<file path="src/hw/ccs_pkg.sv">
//Contract
//- new mode applies only after reload; code takes it from the first load after reset only, not on a recompute
//- pin mode: serial pins become channel enables
//- serial mode: pins carry clock and data
//- both straps mid force serial interface
//- sync from soft bit or pin, reference-qualified
//- low level mutes; high releases together
//- per-channel first-edge delay up to 32
//- only included channels take part in sync
//- bypass and pll dividers ignore sync
//- delay step is one pre-scaler period
//- start-up crc over image, report match
//- recompute bit repeats crc and compare
//- crc mismatch reported only, never blocks
//- crc is ccitt sixteen bit polynomial
//- per-block powerdown; bypass follows channel four
//- target port runs at 100 and 400 khz
//- address upper five fixed, lower two selectable
//- mid page strap answers at default address
//- low/high strap: bit one set, bit zero loaded
//- address, 16-bit offset, 16-bit value
//- page strap sampled after power-up
package ccs_pkg;
  localparam int CCS_CHANNELS = 4;
  localparam int CCS_DELAY_MAX = 32;
  localparam int CCS_DELAY_W = 6;
  localparam logic [4:0] CCS_ADDR_HI = 5'h1d;
  localparam logic [1:0] CCS_ADDR_LO_DEFAULT = 2'h0;
  localparam logic [15:0] CCS_CRC_POLY = 16'h1021;
  localparam logic [15:0] CCS_CRC_INIT = 16'hffff;
  localparam logic [5:0] CCS_NVM_LAST_IDX = 6'h3f;
  localparam logic [5:0] CCS_NVM_CRC_IDX = 6'h3f;
  localparam logic [5:0] CCS_NVM_CFG_IDX = 6'h00;
  localparam logic [5:0] CCS_STRAP_WAIT = 6'h2;
  localparam int CCS_MODE_BIT = 0;
  localparam int CCS_A0_BIT = 1;
  localparam logic CCS_MODE_PIN = 1'b1;
  localparam logic [3:0] CCS_BYTES_PER_XFER = 4'h5;
  localparam int CCS_SYS_KHZ = 100000;
  localparam int CCS_SCL_FAST_KHZ = 400;
  localparam int CCS_SCL_STD_KHZ = 100;
  localparam int CCS_SCL_MIN_CYC = CCS_SYS_KHZ / CCS_SCL_FAST_KHZ;
  localparam int CCS_SCL_MIN_OVERSAMPLE = 8;
  typedef enum logic [1:0] {CCS_LVL_LOW, CCS_LVL_MID, CCS_LVL_HIGH} ccs_level_e;
  typedef logic [CCS_DELAY_W-1:0] ccs_delay_t;
endpackage

</file>
<file path="src/hw/ccs_sync_if.sv">
`timescale 1ns/1ps
interface ccs_sync_if #(
  parameter int CH = 4,
  parameter int DW = 6
);
  logic level;
  logic tick;
  logic [CH-1:0] incl;
  logic [CH*DW-1:0] delay;
  logic [CH-1:0] mute;
  logic done;
  modport ctl (output level, tick, incl, delay, input mute, done);
  modport chan (input level, tick, incl, delay, output mute, done);
endinterface

</file>
<file path="src/hw/ccs_sync.sv">
`timescale 1ns/1ps
module ccs_sync #(
  parameter int CH = 4,
  parameter int DW = 6
) (
  // clock and reset
  input wire logic clk_sys,
  input wire logic rstn,
  // sync control and channel state
  ccs_sync_if.chan sif
);
  import ccs_pkg::*;

  logic done_q;
  logic done_d;
  logic [CH-1:0] mute_q;
  logic [CH-1:0] mute_d;

  ////////////////////////////////////////////////////////////////////////////
  // per-channel release counters
  for (genvar i = 0; i < CH; i++) begin : g_ch
    logic [DW-1:0] cnt_q;
    logic [DW-1:0] cnt_d;
    always_comb begin
      cnt_d = cnt_q;
      mute_d[i] = mute_q[i];
      if (!sif.incl[i]) begin
        mute_d[i] = 1'b0;
        cnt_d = '0;
      end else if (!sif.level) begin
        mute_d[i] = 1'b1;
        cnt_d = sif.delay[i*DW +: DW];
      end else if (mute_q[i]) begin
        // every channel starts counting on the same qualified edge
        if (cnt_q == '0) begin
          mute_d[i] = 1'b0;
        end else if (sif.tick) begin
          cnt_d = cnt_q - 1'b1;
        end
      end
    end
    always_ff @(posedge clk_sys or negedge rstn) begin
      if (!rstn) begin
        cnt_q <= '0;
      end else begin
        cnt_q <= cnt_d;
      end
    end
  end

  ////////////////////////////////////////////////////////////////////////////
  always_comb begin
    done_d = ~(|mute_d);
  end

  always_ff @(posedge clk_sys or negedge rstn) begin
    if (!rstn) begin
      mute_q <= '0;
      done_q <= 1'b1;
    end else begin
      mute_q <= mute_d;
      done_q <= done_d;
    end
  end

  assign sif.mute = mute_q;
  assign sif.done = done_q;
endmodule

</file>
<file path="src/hw/ccs_top.sv">
`timescale 1ns/1ps
module ccs_top #(
  parameter int CH = ccs_pkg::CCS_CHANNELS,
  parameter int DW = ccs_pkg::CCS_DELAY_W
) (
  // clock and reset
  input wire logic clk_sys,
  input wire logic rstn,
  // strap pins, decoded tri-level
  input wire ccs_pkg::ccs_level_e reference_select_pin,
  input wire ccs_pkg::ccs_level_e page_select_pin,
  // control pins
  input wire logic active_low_reset_pin,
  input wire logic pfd_reference_clock,
  input wire logic prescaler_tick,
  input wire logic channel_one_enable_input,
  input wire logic pin11_in,
  input wire logic scl_in,
  input wire logic sda_in,
  output logic sda_out,
  output logic sda_oe_n,
  output logic pin20_out,
  output logic pin20_oe_n,
  // nvm read port
  output logic nvm_rd_req,
  output logic [6:0] nvm_rd_addr,
  input wire logic nvm_rd_ack,
  input wire logic [15:0] nvm_rd_data,
  // register access from the serial port
  output logic reg_wr_valid,
  output logic [15:0] reg_offset,
  output logic [15:0] reg_wr_data,
  input wire logic [15:0] reg_rd_data,
  // control bits
  input wire logic sync_soft,
  input wire logic update_crc,
  input wire logic pin_zero_input_function,
  input wire logic [CH-1:0] channel_sync_include,
  input wire logic [CH*DW-1:0] channel_first_edge_delay,
  input wire logic [CH-1:0] channel_powerdown_in,
  // status
  output logic crc_match,
  output logic [15:0] live_crc,
  output logic load_done,
  output logic mode_serial,
  output logic page_address_lsb,
  output logic page_sel,
  output logic sync_done,
  output logic [CH-1:0] channel_enable,
  output logic [CH-1:0] channel_mute,
  output logic [CH-1:0] channel_powerdown,
  output logic bypass_powerdown
);
  import ccs_pkg::*;

  if (CH != CCS_CHANNELS || DW < $clog2(CCS_DELAY_MAX + 1)) begin : g_chk
    $error("ccs_top: channel count or delay width unsupported");
  end
  if (CCS_SCL_MIN_CYC < CCS_SCL_MIN_OVERSAMPLE) begin : g_chk_clk
    $error("ccs_top: system clock too slow for fast-mode scl");
  end

  typedef enum {LD_STRAP, LD_REQ, LD_WAIT, LD_IDLE} ccs_ld_e;
  typedef enum {I2_IDLE, I2_RX, I2_ACK, I2_TX, I2_TXACK} ccs_i2_e;

  function automatic logic [15:0] ccs_crc_word(input logic [15:0] crc, input logic [15:0] data);
    logic [15:0] c;
    logic fb;
    c = crc;
    for (int b = 15; b >= 0; b--) begin
      fb = c[15] ^ data[b];
      c = {c[14:0], 1'b0} ^ (fb ? CCS_CRC_POLY : 16'h0000);
    end
    return c;
  endfunction

  ////////////////////////////////////////////////////////////////////////////
  // input synchronisers: stage one feeds stage two only
  localparam int NS = 11;
  logic [NS-1:0] s1_q;
  logic [NS-1:0] s2_q;
  logic [NS-1:0] pin_raw;
  logic [NS-1:0] s3_q;
  assign pin_raw = {reference_select_pin, page_select_pin, active_low_reset_pin, pfd_reference_clock,
                    prescaler_tick, channel_one_enable_input, pin11_in, scl_in, sda_in};
  always_ff @(posedge clk_sys or negedge rstn) begin
    if (!rstn) begin
      s1_q <= '0;
      s2_q <= '0;
      s3_q <= '0;
    end else begin
      s1_q <= pin_raw;
      s2_q <= s1_q;
      s3_q <= s2_q;
    end
  end
  ccs_level_e ref_lvl;
  ccs_level_e page_lvl;
  logic sync_pin;
  logic pfd_rise;
  logic tick_rise;
  logic scl_s;
  logic sda_s;
  logic scl_p;
  logic sda_p;
  assign ref_lvl = ccs_level_e'(s2_q[10:9]);
  assign page_lvl = ccs_level_e'(s2_q[8:7]);
  assign sync_pin = s2_q[6];
  assign pfd_rise = s2_q[5] & ~s3_q[5];
  assign tick_rise = s2_q[4] & ~s3_q[4];
  assign scl_s = s2_q[1];
  assign sda_s = s2_q[0];
  assign scl_p = s3_q[1];
  assign sda_p = s3_q[0];

  ////////////////////////////////////////////////////////////////////////////
  // start-up load and crc check
  ccs_ld_e ld_q, ld_d;
  logic [5:0] idx_q, idx_d;
  logic [15:0] crc_q, crc_d;
  logic [15:0] live_q, live_d;
  logic match_q, match_d;
  logic first_q, first_d;
  logic fallback_q, fallback_d;
  logic page_q, page_d;
  logic mid_q, mid_d;
  logic mode_q, mode_d;
  logic a0_q, a0_d;
  logic done_q, done_d;
  logic rerun_q, rerun_d;
  logic req_q, req_d;

  always_comb begin
    ld_d = ld_q;
    idx_d = idx_q;
    crc_d = crc_q;
    live_d = live_q;
    match_d = match_q;
    first_d = first_q;
    fallback_d = fallback_q;
    page_d = page_q;
    mid_d = mid_q;
    mode_d = mode_q;
    a0_d = a0_q;
    done_d = done_q;
    req_d = 1'b0;
    rerun_d = rerun_q | update_crc;
    case (ld_q)
      LD_STRAP: begin
        // straps are read once the synchronisers have filled; idx counts the edges until then
        idx_d = idx_q + 1'b1;
        if (idx_q == CCS_STRAP_WAIT) begin
          page_d = (page_lvl == CCS_LVL_HIGH);
          mid_d = (page_lvl == CCS_LVL_MID);
          fallback_d = (ref_lvl == CCS_LVL_MID) && (page_lvl == CCS_LVL_MID);
          idx_d = '0;
          ld_d = LD_REQ;
        end
      end
      LD_REQ: begin
        req_d = 1'b1;
        ld_d = LD_WAIT;
      end
      LD_WAIT: begin
        if (nvm_rd_ack) begin
          if (idx_q == CCS_NVM_CRC_IDX) begin
            match_d = (crc_q == nvm_rd_data);
            live_d = crc_q;
          end else begin
            crc_d = ccs_crc_word(crc_q, nvm_rd_data);
          end
          if (first_q && idx_q == CCS_NVM_CFG_IDX) begin
            mode_d = nvm_rd_data[CCS_MODE_BIT];
            a0_d = nvm_rd_data[CCS_A0_BIT];
          end
          if (idx_q == CCS_NVM_LAST_IDX) begin
            first_d = 1'b0;
            done_d = 1'b1;
            ld_d = LD_IDLE;
          end else begin
            idx_d = idx_q + 1'b1;
            ld_d = LD_REQ;
          end
        end
      end
      LD_IDLE: begin
        if (rerun_q) begin
          rerun_d = update_crc;
          idx_d = '0;
          crc_d = CCS_CRC_INIT;
          ld_d = LD_REQ;
        end
      end
      default: ld_d = LD_STRAP;
    endcase
  end

  always_ff @(posedge clk_sys or negedge rstn) begin
    if (!rstn) begin
      ld_q <= LD_STRAP;
      idx_q <= '0;
      crc_q <= CCS_CRC_INIT;
      live_q <= '0;
      match_q <= 1'b0;
      first_q <= 1'b1;
      fallback_q <= 1'b0;
      page_q <= 1'b0;
      mid_q <= 1'b0;
      mode_q <= 1'b0;
      a0_q <= 1'b0;
      done_q <= 1'b0;
      rerun_q <= 1'b0;
      req_q <= 1'b0;
    end else begin
      ld_q <= ld_d;
      idx_q <= idx_d;
      crc_q <= crc_d;
      live_q <= live_d;
      match_q <= match_d;
      first_q <= first_d;
      fallback_q <= fallback_d;
      page_q <= page_d;
      mid_q <= mid_d;
      mode_q <= mode_d;
      a0_q <= a0_d;
      done_q <= done_d;
      rerun_q <= rerun_d;
      req_q <= req_d;
    end
  end

  logic serial;
  logic [1:0] addr_lo;
  assign serial = fallback_q | (mode_q != CCS_MODE_PIN);
  assign addr_lo = mid_q ? CCS_ADDR_LO_DEFAULT : {1'b1, a0_q};

  ////////////////////////////////////////////////////////////////////////////
  // serial target port; oversampled at 250 clocks per fast-mode bit
  ccs_i2_e i2_q, i2_d;
  logic [7:0] sh_q, sh_d;
  logic [3:0] bit_q, bit_d;
  logic [3:0] byte_q, byte_d;
  logic rw_q, rw_d;
  logic ackok_q, ackok_d;
  logic [15:0] ofs_q, ofs_d;
  logic [15:0] rdat_q, rdat_d;
  logic [7:0] whi_q, whi_d;
  logic [15:0] wdat_q, wdat_d;
  logic wr_q, wr_d;
  logic oe_n_q, oe_n_d;
  logic start_c, stop_c, rise_c, fall_c;

  always_comb begin
    start_c = scl_s & scl_p & sda_p & ~sda_s;
    stop_c = scl_s & scl_p & ~sda_p & sda_s;
    rise_c = scl_s & ~scl_p;
    fall_c = ~scl_s & scl_p;
    i2_d = i2_q;
    sh_d = sh_q;
    bit_d = bit_q;
    byte_d = byte_q;
    rw_d = rw_q;
    ackok_d = ackok_q;
    ofs_d = ofs_q;
    rdat_d = rdat_q;
    whi_d = whi_q;
    wdat_d = wdat_q;
    wr_d = 1'b0;
    oe_n_d = oe_n_q;
    if (!serial || !done_q) begin
      i2_d = I2_IDLE;
      oe_n_d = 1'b1;
    end else if (start_c) begin
      i2_d = I2_RX;
      bit_d = '0;
      byte_d = '0;
      oe_n_d = 1'b1;
    end else if (stop_c) begin
      i2_d = I2_IDLE;
      oe_n_d = 1'b1;
    end else begin
      case (i2_q)
        I2_IDLE: oe_n_d = 1'b1;
        I2_RX: begin
          if (rise_c && bit_q < 4'h8) begin
            sh_d = {sh_q[6:0], sda_s};
            bit_d = bit_q + 1'b1;
          end else if (fall_c && bit_q == 4'h8) begin
            i2_d = I2_ACK;
            oe_n_d = 1'b0;
            byte_d = byte_q + 1'b1;
            case (byte_q)
              4'h0: begin
                if (sh_q[7:3] == CCS_ADDR_HI && sh_q[2:1] == addr_lo) begin
                  rw_d = sh_q[0];
                  rdat_d = reg_rd_data;
                end else begin
                  i2_d = I2_IDLE;
                  oe_n_d = 1'b1;
                end
              end
              4'h1: ofs_d[15:8] = sh_q;
              4'h2: ofs_d[7:0] = sh_q;
              4'h3: whi_d = sh_q;
              4'h4: begin
                wdat_d = {whi_q, sh_q};
                wr_d = 1'b1;
              end
              default: begin
                i2_d = I2_IDLE;
                oe_n_d = 1'b1;
              end
            endcase
          end
        end
        I2_ACK: begin
          if (fall_c) begin
            bit_d = '0;
            if (rw_q) begin
              i2_d = I2_TX;
              oe_n_d = rdat_q[15];
            end else begin
              i2_d = I2_RX;
              oe_n_d = 1'b1;
            end
          end
        end
        I2_TX: begin
          if (fall_c) begin
            rdat_d = {rdat_q[14:0], 1'b0};
            bit_d = bit_q + 1'b1;
            if (bit_q == 4'h7) begin
              i2_d = I2_TXACK;
              oe_n_d = 1'b1;
            end else begin
              oe_n_d = rdat_q[14];
            end
          end
        end
        I2_TXACK: begin
          if (rise_c) begin
            ackok_d = ~sda_s;
          end else if (fall_c) begin
            bit_d = '0;
            i2_d = ackok_q ? I2_TX : I2_IDLE;
            oe_n_d = ackok_q ? rdat_q[15] : 1'b1;
          end
        end
        default: i2_d = I2_IDLE;
      endcase
    end
  end

  always_ff @(posedge clk_sys or negedge rstn) begin
    if (!rstn) begin
      i2_q <= I2_IDLE;
      sh_q <= '0;
      bit_q <= '0;
      byte_q <= '0;
      rw_q <= 1'b0;
      ackok_q <= 1'b0;
      ofs_q <= '0;
      rdat_q <= '0;
      whi_q <= '0;
      wdat_q <= '0;
      wr_q <= 1'b0;
      oe_n_q <= 1'b1;
    end else begin
      i2_q <= i2_d;
      sh_q <= sh_d;
      bit_q <= bit_d;
      byte_q <= byte_d;
      rw_q <= rw_d;
      ackok_q <= ackok_d;
      ofs_q <= ofs_d;
      rdat_q <= rdat_d;
      whi_q <= whi_d;
      wdat_q <= wdat_d;
      wr_q <= wr_d;
      oe_n_q <= oe_n_d;
    end
  end

  ////////////////////////////////////////////////////////////////////////////
  // sync qualification, enables and power-down
  ccs_sync_if #(.CH(CH), .DW(DW)) sif ();
  logic qual_q, qual_d;
  logic tick_q, tick_d;
  logic [CH-1:0] en_q, en_d;
  logic [CH-1:0] pdn_q, pdn_d;
  logic byp_q, byp_d;
  logic p20_oe_n_q, p20_oe_n_d, ser_q, ser_d;

  always_comb begin
    qual_d = qual_q;
    // pin is only looked at on a reference edge, so release aligns to it
    if (pfd_rise) begin
      qual_d = ~sync_soft & (~pin_zero_input_function | sync_pin);
    end
    tick_d = tick_rise;
    en_d = '0;
    if (done_q) begin
      if (serial) begin
        en_d = {CH{s2_q[2]}};
      end else begin
        en_d = {s2_q[2], s2_q[1], s2_q[0], s2_q[3]};
      end
    end
    pdn_d = channel_powerdown_in;
    byp_d = channel_powerdown_in[CH-1];
    p20_oe_n_d = ~fallback_q;
    ser_d = serial;
  end

  always_ff @(posedge clk_sys or negedge rstn) begin
    if (!rstn) begin
      qual_q <= 1'b0;
      tick_q <= 1'b0;
      en_q <= '0;
      pdn_q <= '0;
      byp_q <= 1'b0;
      p20_oe_n_q <= 1'b1;
      ser_q <= 1'b0;
    end else begin
      qual_q <= qual_d;
      tick_q <= tick_d;
      en_q <= en_d;
      pdn_q <= pdn_d;
      byp_q <= byp_d;
      p20_oe_n_q <= p20_oe_n_d;
      ser_q <= ser_d;
    end
  end

  assign sif.level = qual_q;
  assign sif.tick = tick_q;
  assign sif.incl = channel_sync_include;
  assign sif.delay = channel_first_edge_delay;

  ccs_sync #(.CH(CH), .DW(DW)) u_sync (
    .clk_sys(clk_sys),
    .rstn(rstn),
    .sif(sif)
  );

  ////////////////////////////////////////////////////////////////////////////
  assign sda_out = 1'b0;
  assign sda_oe_n = oe_n_q;
  assign pin20_out = sif.done;
  assign pin20_oe_n = p20_oe_n_q;
  assign nvm_rd_req = req_q;
  assign nvm_rd_addr = {page_q, idx_q};
  assign reg_wr_valid = wr_q;
  assign reg_offset = ofs_q;
  assign reg_wr_data = wdat_q;
  assign crc_match = match_q;
  assign live_crc = live_q;
  assign load_done = done_q;
  assign mode_serial = ser_q;
  assign page_address_lsb = a0_q;
  assign page_sel = page_q;
  assign sync_done = sif.done;
  assign channel_enable = en_q;
  assign channel_mute = sif.mute;
  assign channel_powerdown = pdn_q;
  assign bypass_powerdown = byp_q;
endmodule

</file>
<file path="config.mk">
export PLATFORM = sky130hd
export DESIGN_NAME = ccs_top
export DESIGN_NICKNAME = d
export VERILOG_FILES = /design/src/hw/ccs_pkg.sv /design/src/hw/ccs_sync_if.sv /design/src/hw/ccs_sync.sv /design/src/hw/ccs_top.sv
export SDC_FILE = /design/constraint.sdc
export NUM_CORES = 1
export LEC_CHECK = 0
export ABC_CLOCK_PERIOD_IN_PS = 5650
export BUFFER_PORTS_ARGS = -buffer_cell sky130_fd_sc_hd__buf_2
export CAP_MARGIN = 20
export CORE_MARGIN = 4
export CORE_UTILIZATION = 40
export DETAILED_ROUTE_END_ITERATION = 10
export GPL_TIMING_DRIVEN = 0
export PLACE_DENSITY = 0.68
export SYNTH_ARGS = -nofsm -noshare
export SYNTH_HDL_FRONTEND = slang
export SYNTH_SLANG_ARGS = --single-unit
</file>
<file path="constraint.sdc">
create_clock -name clk_sys -period 5.65 [get_ports clk_sys]
set_clock_uncertainty 0.2 [all_clocks]
set_input_delay 0.565 -clock clk_sys [delete_from_list [all_inputs] [get_ports clk_sys]]
set_output_delay 0.565 -clock clk_sys [all_outputs]
set_load 0.005 [all_outputs]
</file>
======== Word-level counts from Yosys, hierarchy flattened ========
Index checks and enable logic that the tools add are counted.
storage, ports and cells
  bits in registers ....................... 258
  bits of input ports ..................... 81
  output and inout port bits .............. 80
  word-level logic and storage cells ...... 340
cells by class
  $add $sub $neg .......................... 7
  magnitude comparators ................... 1
  eq/ne operators ......................... 55
  muxes and demuxes ....................... 127
  bitwise logic cells ..................... 60
  reductions and logical operators ........ 47
operators with widths
  cell                                              count
  two-way mux 32 bit                                13
  bitwise XOR 16 x 13 -> 16 bit                     16
  two-way mux 13 bit                                16
  one-hot mux 32 bit (5 select lines)               1
  two-way mux 6 bit                                 24
  == test 32 x 2 -> 1 bit, second input constant    4
  two-way mux 16 bit                                8
  one-hot mux 32 bit (4 select lines)               1
  == test 32 x 1 -> 1 bit, second input constant    2
  logical NOT 32 bit                                2
  one-hot mux 16 bit (2 select lines)               2
  two-way mux 4 bit                                 12
  two-way mux 1 bit                                 39
  != test 5 bit, second input constant              7
  AND reduction 7 bit                               5
  == test 32 x 3 -> 1 bit, second input constant    1
  logical NOT 6 bit                                 5
  != test 3 x 2 -> 1 bit, second input constant     8
  subtractor 6 x 1 -> 6 bit, second input constant  4
  != test 3 bit, second input constant              7
  AND reduction 3 bit                               7
  != test 2 bit, second input constant              10
  one-hot mux 6 bit (3 select lines)                1
  == test 16 bit                                    1
  other kinds (40)                                  101

======== Logic depth before layout (Yosys ltp) ========
Gate-level depths: netlist of the first run.
  word-level depth ........................ 51
  gate-level depth with buffers ........... 9
  depth with buffers taken out ............ 8

======== Modules after synthesis ========
Synthesis of the first run repeated with hierarchy kept, for this count alone.
second synthesis, totals
  cell total of the unflattened synthesis .. 816
  area total of the unflattened synthesis .. 9,365.2 um^2
by module, submodules not included
  module    times used  cells each  area an instance (um^2)  sequential area each (um^2)
  ccs_top   1           628         7,612.3                  4,202.8
  ccs_sync  1           188         1,752.9                  726.9

======== Least setup slack after synthesis of the first run ========
No wires, ideal clock.
  kind .................................... reg2reg
  start point ............................. register s2_q[0]
  end point ............................... register wdat_q[10] (netlist: reg_wr_data[10])
  setup time .............................. 0.128 ns
  arrival time ............................ 2.162 ns
  required time ........................... 5.322 ns
  setup slack ............................. 3.160 ns
  stages on the path, launching flop included .. 8
  path buffers ............................ 1
  clock period less this slack ............ 2.490 ns
  cell sequence ........................... dfrtp_1 and4b_1 nand3b_2 nor2_1 nand2_1 nor3_4 buf_4 mux2_1
between the ends
  cells in the longest elaborated chain, start to end .. 4
  elaborated cells on any way between the ends .. 6
  classes of those cells .................. bitwise (5); reduce/logical (1)
ends and longest elaborated chain
  item                                      RTL line        source
  start, declared                           ccs_top.sv:81   logic [NS-1:0] s2_q;
  start signal, assigned                    ccs_top.sv:93   s2_q <= s1_q;
  inverter 1 bit                            ccs_top.sv:254  start_c = scl_s & scl_p & sda_p & ~sda_s;
  bitwise AND 1 bit                         ccs_top.sv:254
  inverter 1 bit (no source line)           -
  AND reduction 7 bit (no source line) (*)  -
  end signal, assigned                      ccs_top.sv:378  wdat_q <= wdat_d;
  end, declared                             ccs_top.sv:248  logic [15:0] wdat_q, wdat_d;
Mark *: on every way between the ends. The rest lies on a longest branch, timed or not.
A chain may end at the register's enable or synchronous reset.

======== Final worst setup path of the first run ========
  start point ............................. register s2_q[0]
  end point ............................... register wdat_q[9] (netlist: reg_wr_data[9])
The elaborated chain is that of the path after synthesis.

==> results of run 1 <==
-- power by group through the flow --
| stage | Combinational (mW) | Sequential [mW] | Clock [mW] |
|---|---|---|---|
| 4_1_cts | 1.40 | 1.71 | 1.21 |
| 3_5_place_dp | 1.39 | 1.73 | 0 |
| 2_1_floorplan | 1.08 | 1.71 | 0 |
| 3_3_place_gp | 1.36 | 1.73 | 0 |
| 5_1_grt | 1.55 | 1.73 | 1.27 |
| 6_report | 1.39 | 1.71 | 1.17 |
-- area by class of cell --
| class | instances | area (µm²) | share of cell area [%] |
|---|---|---|---|
| multi-input cells | 559 | 4130 | 37.1 |
| plain buffers | 33 | 150 | 1.35 |
| flip-flops and latches | 196 | 4930 | 44.3 |
| inverters | 35 | 131 | 1.18 |
| repair buffers | 161 | 843 | 7.58 |
| clock buffers | 19 | 433 | 3.89 |
| clock inverters | 13 | 124 | 1.11 |
| well taps | 313 | 392 | 3.52 |
-- routing by layer --
layer	wire (µm)	vias to the layer above	part of all wire, %
li1	-	3228	-
met1	9890	3258	47
met2	10100	151	48
met3	992	20	4.7
met4	170	8	0.80
met5	61	-	0.29
-- cell usage after synthesis (all sizes together) (3+ instances only) --
cell type / instances
mux2i: 23
dfstp: 20
o21a: 3
o22a: 4
xnor3: 4
nor4: 5
xor2: 18
dfrtp: 176
and4b: 3
nand2: 69
a22o: 19
nor2: 50
buf: 8
nor3: 12
nand2b: 12
nand3b: 6
and3: 6
and2: 6
a31oi: 8
a21boi: 10
a21oi: 27
nand4: 5
clkbuf: 25
nor2b: 12
nor3b: 6
mux2: 66
nand3: 14
o21ai: 65
xnor2: 47
o31ai: 6
ha: 17
inv: 35
a22oi: 3
-- state kept, by name, summed over array words and instances, names as in the netlist, 4 cells and up --
| register | flops |
|---|---|
| reg_wr_data | 16 |
| u_sync.g_ch.cnt_q | 24 |
| rdat_q | 16 |
| byte_q | 4 |
| u_sync.sif.mute | 4 |
| s1_q | 11 |
| bit_q | 4 |
| s2_q | 11 |
| live_crc | 16 |
| channel_enable | 4 |
| reg_offset | 16 |
| sh_q | 8 |
| idx_q | 6 |
| whi_q | 8 |
| crc_q | 16 |
| s3_q | 4 |
-- timing repair --
item                                   CTS  global route
hold buffers                             1             0
setup buffers                            0             0
endpoints found under the hold margin   69             0
-- worst reg2reg max path: stages (launching register included) --
cell	delay, ns
dfrtp_1	0.47
and4b_1	0.27
nand3b_2	0.36
nor2_1	0.28
nand2_1	0.22
nor3_4	0.45
buf_4	0.29
mux2_1	0.35
-- through the flow --
stage | setup slack [ns] | utilization [%]
finish | 2.66 | 48.9
global route | 2.53 | 48.9
CTS | 2.65 | 48.9
detailed placement | 2.67 | 46.4
global placement | 0.520 | 46.2
floorplan | 3.16 | -
-- kinds of logic (layout without fill, tap and decap cells) --
kind of cell               count (synthesis)  in the layout  synth area share, %
DFF                                      196            196                 52.8
adders and majority gates                 17             17                 2.28
other                                      1              1               0.0402
AOI/OAI and AO/OA                        168            168                 11.5
xor gates and xnor gates                  69             69                 7.22
muxes                                     89             89                 11.1
and+or+nand+nor                          215            215                 12.1
buffers and inverters                     68            261                 3.01
-- worst max-delay path by stage --
| stage | to | slack (ns) | depth (start not counted) | startpoint |
|---|---|---|---|---|
| 2_1_floorplan | reg_wr_data[10] | 3.16 | 7 | s2_q[0] |
| 3_3_place_gp | whi_q[1] | 0.52 | 1 | rstn |
| 3_5_place_dp | reg_wr_data[9] | 2.67 | 7 | s2_q[0] |
| 4_1_cts | reg_wr_data[9] | 2.65 | 7 | s2_q[0] |
| 5_1_grt | reg_wr_data[9] | 2.53 | 7 | s2_q[0] |
| 6_report | reg_wr_data[9] | 2.66 | 7 | s2_q[0] |
==> impl_results.md, run 1 <==
* Setup tns final at 0 ns
* Global Route Usage Sum at 16.6%
* Share of the synthesized area in the top cell type at 47.2%
* Hold Path End: s1_q[5]
* Hold depth at 1
* CP startpoint kind: flip-flop
* Worst reg-to-reg path cell count at 7
* Run status: finished, final reports clean
* Critical path class: flip-flop to flip-flop
* Met2 GRT Util at 26.7%
* Port bufs at 159
* Fill cell count at 2,081
* Gp weighted congestion at 0.866
* Crit path time final at 2.99 ns
* Vias in the first global route at 6,738
* Crit Path Max Fanout at 10
* Clock root buffer: clkbuf_16
* Ys flop type: dfrtp_1
* Die Ht at 161 µm
* DR WL/cell at 15.9 µm
* Worst hold path class: primary input to flip-flop
* First-pass GRT wire length at 34,900 µm
* Reg-to-reg startpoint: s2_q[0]
* Fin cells at 1,329
* CP cell instances: and4b_1, nand3b_2, nor2_1, nand2_1, nor3_4, buf_4, mux2_1
* DP HPWL at 15,300 µm
* Syn Area/Cell at 11.3 µm²
* RSZ-0062 raised after global routing: false
* Netlist cell types at 70
* Peak Freq at 0.334 GHz
* Crit. End Element: flip-flop
* Slowest CP cell: dfrtp_1
* H-tree Lvls at 4
* R2R Setup Slk at 2.66 ns
* DR DRC count at 0
* Internal Pwr Total at 2.84 mW
* Routed Antenna Nets at 0
* GRT overflow at 0
* Post-CTS sizing at 0
* Met3 GRT Util at 4.36%
* NumNets Final at 1,101
* Top delay family on crit path: simple AND/OR/NAND/NOR gates
* Final worst-path cycle share at 52.9%
* Reg2reg end: reg_wr_data[9]
* Initial antenna violation count at 4
* Pin count of the biggest net entering global routing at 117
* CTS Buf Count at 17
* Post-route cell area at 11,100 µm²
* Cell Area, Synth at 9340 µm²
* Endpoints failing hold at 0
* Post-synth EDFFs at 0
* CTS max path bufs at 2
* CTS tree: done
* CP peak stage delay at 0.47 ns
* Num Clock Sinks at 196
* Routed vias/inst at 5.02
* Maximum vdd drop at 0.000265 V
* Setup-failing EPs final at 0
* WP data required at 5.76 ns
* Sequential area share after synthesis at 52.8%
* DP Area at 10,600 µm²
* Max cap viols at 0
* P_leak at 5.47 nW
* Clock transition at path regs at 0.07 ns
* WP buf/inv at 1
* Logic gate share of total power at 32.6%
* Max Slew Vio Count at 0
* Total die area at 25,900 µm²
* Most common cell after layout, fill and taps aside: dfrtp_1
* Starting Density at 41.0%
* Power per cell area at 384 nW/µm²
* Syn Nets at 921
* Commonest non-fill, non-tap cells in the layout: 176 x dfrtp_1, 158 x buf_2, 69 x nand2_1, 50 x o21ai_0, 50 x nor2_1
* Async set-reset flop share out of synthesis at 100%
* Total Routed Length at 21,200 µm
* Worst-margin pin slew at 0.888 ns
* Worst EP arrival at 3.10 ns
* Routed vias at 6,665
* Post-Syn Instances at 823
* Fin Hold WS at 0.0342 ns
* Sw Ratio at 33.6%
* Seq cells post-synth at 196
* N_diodes at 0
* Met1 Track Usage GR at 22.8%
* Detailed-router iteration count before antenna repair at 4
* Hold path start: pfd_reference_clock
* Std-Cell Core Area at 22,800 µm²
* Slew HR at 40.7%
* Dpl cells at 1,296
* Reg power frac at 40.0%
* Yosys Warn Count at 0
* Area leader, netlist: dfrtp_1
* Total power draw at 4.28 mW
* Die X at 161 µm
* Most used routing layer: met2
* Share of cells above drive strength 1 at 28.1%
* Clock power frac at 27.4%
* Net Sw Power at 1.44 mW
* Synth top area cells: dfrtp_1 47%, dfstp_2 5.6%, mux2_2 4.9%
* Area Growth Syn to Fin at 19.2%
* Clk_lat worst skew at 0.43 ns
* # IOs at 161
* Iter 0 DRT Violations at 327
* Row cnt at 55
Power figures use the tool's default switching activity.
==> inputs of run 2 (changes only) <==
--- a/config.mk
+++ b/config.mk
@@ -5,7 +5,7 @@
 export SDC_FILE = /design/constraint.sdc
 export NUM_CORES = 1
 export LEC_CHECK = 0
-export ABC_CLOCK_PERIOD_IN_PS = 5650
+export ABC_CLOCK_PERIOD_IN_PS = 3100
 export BUFFER_PORTS_ARGS = -buffer_cell sky130_fd_sc_hd__buf_2
 export CAP_MARGIN = 20
 export CORE_MARGIN = 4
==> constraint.sdc (replaced) <==
create_clock -name clk_sys -period 3.1 [get_ports clk_sys]
set_clock_uncertainty 0.2 [all_clocks]
set_input_delay 0.31 -clock clk_sys [delete_from_list [all_inputs] [get_ports clk_sys]]
set_output_delay 0.31 -clock clk_sys [all_outputs]
set_load 0.005 [all_outputs]
==> impl_results.md, run 2 (same netlist as run 1, synthesis figures left out) <==
* Slowest CP cell: dfrtp_1
* Crit. End Element: flip-flop
* Setup WS post-layout at 0.164 ns
* H-tree Lvls at 4
* RSZ-0062 raised after global routing: false
* Commonest non-fill, non-tap cells in the layout: 176 x dfrtp_1, 158 x buf_2, 69 x nand2_1, 50 x o21ai_0, 50 x nor2_1
* Crit Path Max Fanout at 10
* Die X at 161 µm
* Port bufs at 159
* CP cell instances: and4b_1, nand3b_2, nor2_1, nand2_1, nor3_4, buf_4, mux2_1
* Max reg flops at 24
* WP data required at 3.21 ns
* Clk_lat worst skew at 0.43 ns
* Global Route Usage Sum at 17.0%
* Share of cells above drive strength 1 at 27.0%
* Total die area at 25,900 µm²
* Clock root buffer: clkbuf_16
* Final worst-path cycle share at 94.7%
* Clock transition at path regs at 0.07 ns
* Biggest register: u_sync.g_ch.cnt_q
* # IOs at 161
* Dpl cells at 1,296
* CP startpoint kind: flip-flop
* Most common cell after layout, fill and taps aside: dfrtp_1
* P_leak at 5.66 nW
* Slew HR at 40.6%
* GRT overflow at 0
* Routed vias at 6,863
* DR WL/cell at 15.7 µm
* Reg-to-reg startpoint: s2_q[0]
* CTS tree: done
* Area Growth Syn to Fin at 24.1%
* Run status: finished, final reports clean
* CTS max path bufs at 2
* Detailed-router iteration count before antenna repair at 5
* Worst-margin pin slew at 0.889 ns
* Power per cell area at 678 nW/µm²
* Setup tns final at 0 ns
* Routed Antenna Nets at 0
* Max cap viols at 0
* Num Clock Sinks at 196
* Worst EP arrival at 3.04 ns
* Row cnt at 55
* Worst setup startpoint: s2_q[0]
* WP buf/inv at 1
* Hold path start: reg_rd_data[7]
* Gp weighted congestion at 0.866
* Die Ht at 161 µm
* Vias in the first global route at 7,022
* Top delay family on crit path: simple AND/OR/NAND/NOR gates
* Placement Setup Slack at 0.124 ns
* First-pass GRT wire length at 36,000 µm
* Pin count of the biggest net entering global routing at 117
* Crit path time final at 2.94 ns
* DP HPWL at 15,300 µm
* Critical path class: flip-flop to flip-flop
* Fin cells at 1,376
* Max Slew Vio Count at 0
* Initial antenna violation count at 2
* CTS Buf Count at 17
* DR DRC count at 0
* Postcts setup bufs at 0
* Routed vias/inst at 4.99
* CP peak stage delay at 0.47 ns
* Maximum vdd drop at 0.000484 V
* Std-Cell Core Area at 22,800 µm²
* Endpoints failing hold at 0
* Setup-failing EPs final at 0
* Peak Freq at 0.341 GHz
* Worst hold path class: primary input to flip-flop
* Total Routed Length at 21,600 µm
* NumNets Final at 1,146
* Iter 0 DRT Violations at 357
* Starting Density at 41.0%
-- run 2: cell count changes in the layout (fill, tap and decap cells not counted), sizes merged --
cell / previous run / this run
diode: 0 / 2
dlygate4sd3: 1 / 46
-- run 2: worst paths after layout --
kind / endpoint / slack [ns] / depth (start not counted)
min reg2reg: s2_q[8] / 0.15 / 0
min: rdat_q[7] / 0.00005 / 3
min in group asynchronous: u_sync.g_ch[1].cnt_q[2] / 0.26 / 2
max: reg_wr_data[9] / 0.16 / 7
max reg2reg: reg_wr_data[9] / 0.16 / 7
max in group asynchronous: reg_wr_data[12] / 1.44 / 3
-- run 2: cell type report --
| type | count | area [µm²] |
|---|---|---|
| Tap cell | 313 | 392 |
| Sequential cell | 196 | 4930 |
| Buffer | 33 | 150 |
| Clock inverter | 13 | 124 |
| Multi-Input combinational cell | 559 | 4130 |
| Timing Repair Buffer | 206 | 1290 |
| Fill cell | 2040 | 11200 |
| Antenna cell | 2 | 5.00 |
| Clock buffer | 19 | 433 |
| Inverter | 35 | 131 |
-- run 2: timing repair --
action / 4_1_cts / 5_1_grt
resized for setup: 0 / 0
hold buffers: 45 / 1
setup endpoints to repair: 0 / 7
endpoints found under the hold margin: 112 / 1
-- run 2: where the power goes --
group          internal (mW)  total (mW)  leakage [nW]  switching [mW]
Sequential              2.89        3.12          2.47           0.232
Combinational           1.21        2.59          2.92            1.38
Clock                   1.12        2.14         0.270            1.02
-- run 2: routing by layer --
layer	vias to the layer above	GRT usage, %	wire (µm)
li1	3328	-	-
met4	0	3.99	201
met3	18	3.90	945
met2	167	27.6	10400
met1	3350	23.4	10100
met5	-	0	0
-- run 2: stage by stage --
stage	util, %	area (µm²)	hold slack [ns]	total power, mW
floorplan	-	9340	-0.186	5.08
global placement	46.2	10500	0.133	5.64
detailed placement	46.4	10600	0.135	5.69
CTS	50.8	11600	0.00336	7.92
global route	50.9	11600	0.0320	8.36
finish	50.9	11600	0.0000540	7.85
-- run 2: worst register-to-register path, stage by stage (launching register included) --
cell,delay (ns)
dfrtp_1,0.47
and4b_1,0.28
nand3b_2,0.35
nor2_1,0.27
nand2_1,0.21
nor3_4,0.41
buf_4,0.29
mux2_1,0.35
==> inputs of run 3 (changes only) <==
--- a/config.mk
+++ b/config.mk
@@ -5,7 +5,7 @@
 export SDC_FILE = /design/constraint.sdc
 export NUM_CORES = 1
 export LEC_CHECK = 0
-export ABC_CLOCK_PERIOD_IN_PS = 3100
+export ABC_CLOCK_PERIOD_IN_PS = 3350
 export BUFFER_PORTS_ARGS = -buffer_cell sky130_fd_sc_hd__buf_2
 export CAP_MARGIN = 20
 export CORE_MARGIN = 4
==> constraint.sdc (replaced) <==
create_clock -name clk_sys -period 3.35 [get_ports clk_sys]
set_clock_uncertainty 0.2 [all_clocks]
set_input_delay 0.335 -clock clk_sys [delete_from_list [all_inputs] [get_ports clk_sys]]
set_output_delay 0.335 -clock clk_sys [all_outputs]
set_load 0.005 [all_outputs]
==> impl_results.md, run 3 (same netlist as run 1, synthesis figures left out) <==
* Final worst-path cycle share at 88.9%
* Met1 Track Usage GR at 23.3%
* Met2 GRT Util at 27.4%
* Endpoints failing hold at 0
* Postcts setup bufs at 0
* Vias in the first global route at 6,982
* Max Slew Vio Count at 0
* Die X at 161 µm
* Share of cells above drive strength 1 at 27.1%
* Gp weighted congestion at 0.866
* Worst-margin pin slew at 0.909 ns
* CTS max path bufs at 2
* Worst setup startpoint: s2_q[0]
* Maximum vdd drop at 0.000448 V
* Setup WS post-layout at 0.373 ns
* Post-route cell area at 11,500 µm²
* Clock transition at path regs at 0.07 ns
* Run status: finished, final reports clean
* Worst reg-to-reg path cell count at 7
* Max reg flops at 24
* Die Ht at 161 µm
* Global Route Usage Sum at 17.0%
* Met3 GRT Util at 4.11%
* Reg-to-reg startpoint: s2_q[0]
* R2R Setup Slk at 0.37 ns
* Clk_lat worst skew at 0.43 ns
* Routed Antenna Nets at 0
* CTS Buf Count at 17
* DP Area at 10,600 µm²
* Max cap viols at 0
* Reg2reg end: reg_wr_data[9]
* DP HPWL at 15,300 µm
* CP startpoint kind: flip-flop
* Detailed-router iteration count before antenna repair at 4
* RSZ-0062 raised after global routing: false
* Post-CTS sizing at 0
* Biggest register: u_sync.g_ch.cnt_q
* Total power draw at 7.25 mW
* Setup-failing EPs final at 0
* NumNets Final at 1,139
* Std-Cell Core Area at 22,800 µm²
* Worst EP arrival at 3.08 ns
* Fin cells at 1,368
* Crit Path Max Fanout at 10
* Fin Hold WS at 0.00589 ns
* Power per cell area at 630 nW/µm²
* Most used routing layer: met2
* Iter 0 DRT Violations at 363
* Worst hold path class: primary input to flip-flop
* Starting Density at 41.0%
* Critical path class: flip-flop to flip-flop
* # IOs at 161
* Routed vias at 6,834
* Routed vias/inst at 5.00
* DR WL/cell at 15.7 µm
* Crit. End Element: flip-flop
* Area Growth Syn to Fin at 23.3%
* Port bufs at 159
* P_leak at 5.63 nW
* DR DRC count at 0
* Total Routed Length at 21,500 µm
* # hold bufs at CTS at 39
* Peak Freq at 0.336 GHz
* Clock root buffer: clkbuf_16
* Crit path time final at 2.98 ns
* Placement Setup Slack at 0.374 ns
* GRT overflow at 0
* Pin count of the biggest net entering global routing at 117
* Initial antenna violation count at 2
* CTS tree: done
* Dpl cells at 1,296
* Row cnt at 55
* Num Clock Sinks at 196
* Total die area at 25,900 µm²
* WP data required at 3.46 ns
* H-tree Lvls at 4
* Slew HR at 39.2%
* Critical path capture point: reg_wr_data[9]
* First-pass GRT wire length at 35,800 µm
* Most common cell after layout, fill and taps aside: dfrtp_1
* Commonest non-fill, non-tap cells in the layout: 176 x dfrtp_1, 158 x buf_2, 69 x nand2_1, 50 x o21ai_0, 50 x nor2_1
[run 3: changes by cell type in the layout (fill, tap and decap cells not counted), sizes merged]
cell,previous run,this run
diode,2,1
dlygate4sd3,46,39
[run 3: final cells by class]
type,count,area [µm²]
Fill cell,2045,11300
Sequential cell,196,4930
Multi-Input combinational cell,559,4130
Timing Repair Buffer,199,1220
Clock buffer,19,433
Tap cell,313,392
Buffer,33,150
Inverter,35,131
Clock inverter,13,124
Antenna cell,1,2.50
[run 3: where the power goes]
group | internal, mW | leakage (nW) | switching [mW]
clock | 1.04 | 0.270 | 0.938
sequential | 2.67 | 2.47 | 0.214
combinational | 1.11 | 2.88 | 1.28
[run 3: worst min path at each step]
| stage | from | to | cells after the start |
|---|---|---|---|
| global route | nvm_rd_data[0] | mode_q | 2 |
| CTS | reg_rd_data[10] | rdat_q[10] | 3 |
| floorplan | rstn | ackok_q | 0 |
| finish | reg_rd_data[10] | rdat_q[10] | 3 |
| detailed placement | s1_q[4] | s2_q[4] | 0 |
| global placement | s1_q[8] | s2_q[8] | 0 |
[run 3: through the flow]
step | TNS (ns) | util [%]
final | 0 | 50.5
after floorplan | 0 | -
after global placement | -275.43 | 46.2
after detailed placement | 0 | 46.4
after global routing | 0 | 50.5
after CTS | 0 | 50.5
[run 3: worst max-delay path, stage by stage, from the launching register on]
cell	delay, ns
dfrtp_1	0.47
and4b_1	0.27
nand3b_2	0.35
nor2_1	0.26
nand2_1	0.21
nor3_4	0.45
buf_4	0.29
mux2_1	0.34
[run 3: routing by layer]
metal | routed length [µm] | part of all wire, % | vias up
li1 | - | - | 3314
met1 | 9980 | 46 | 3343
met2 | 10300 | 48 | 157
met3 | 959 | 4.5 | 18
met4 | 197 | 0.92 | 2
met5 | 20 | 0.093 | -
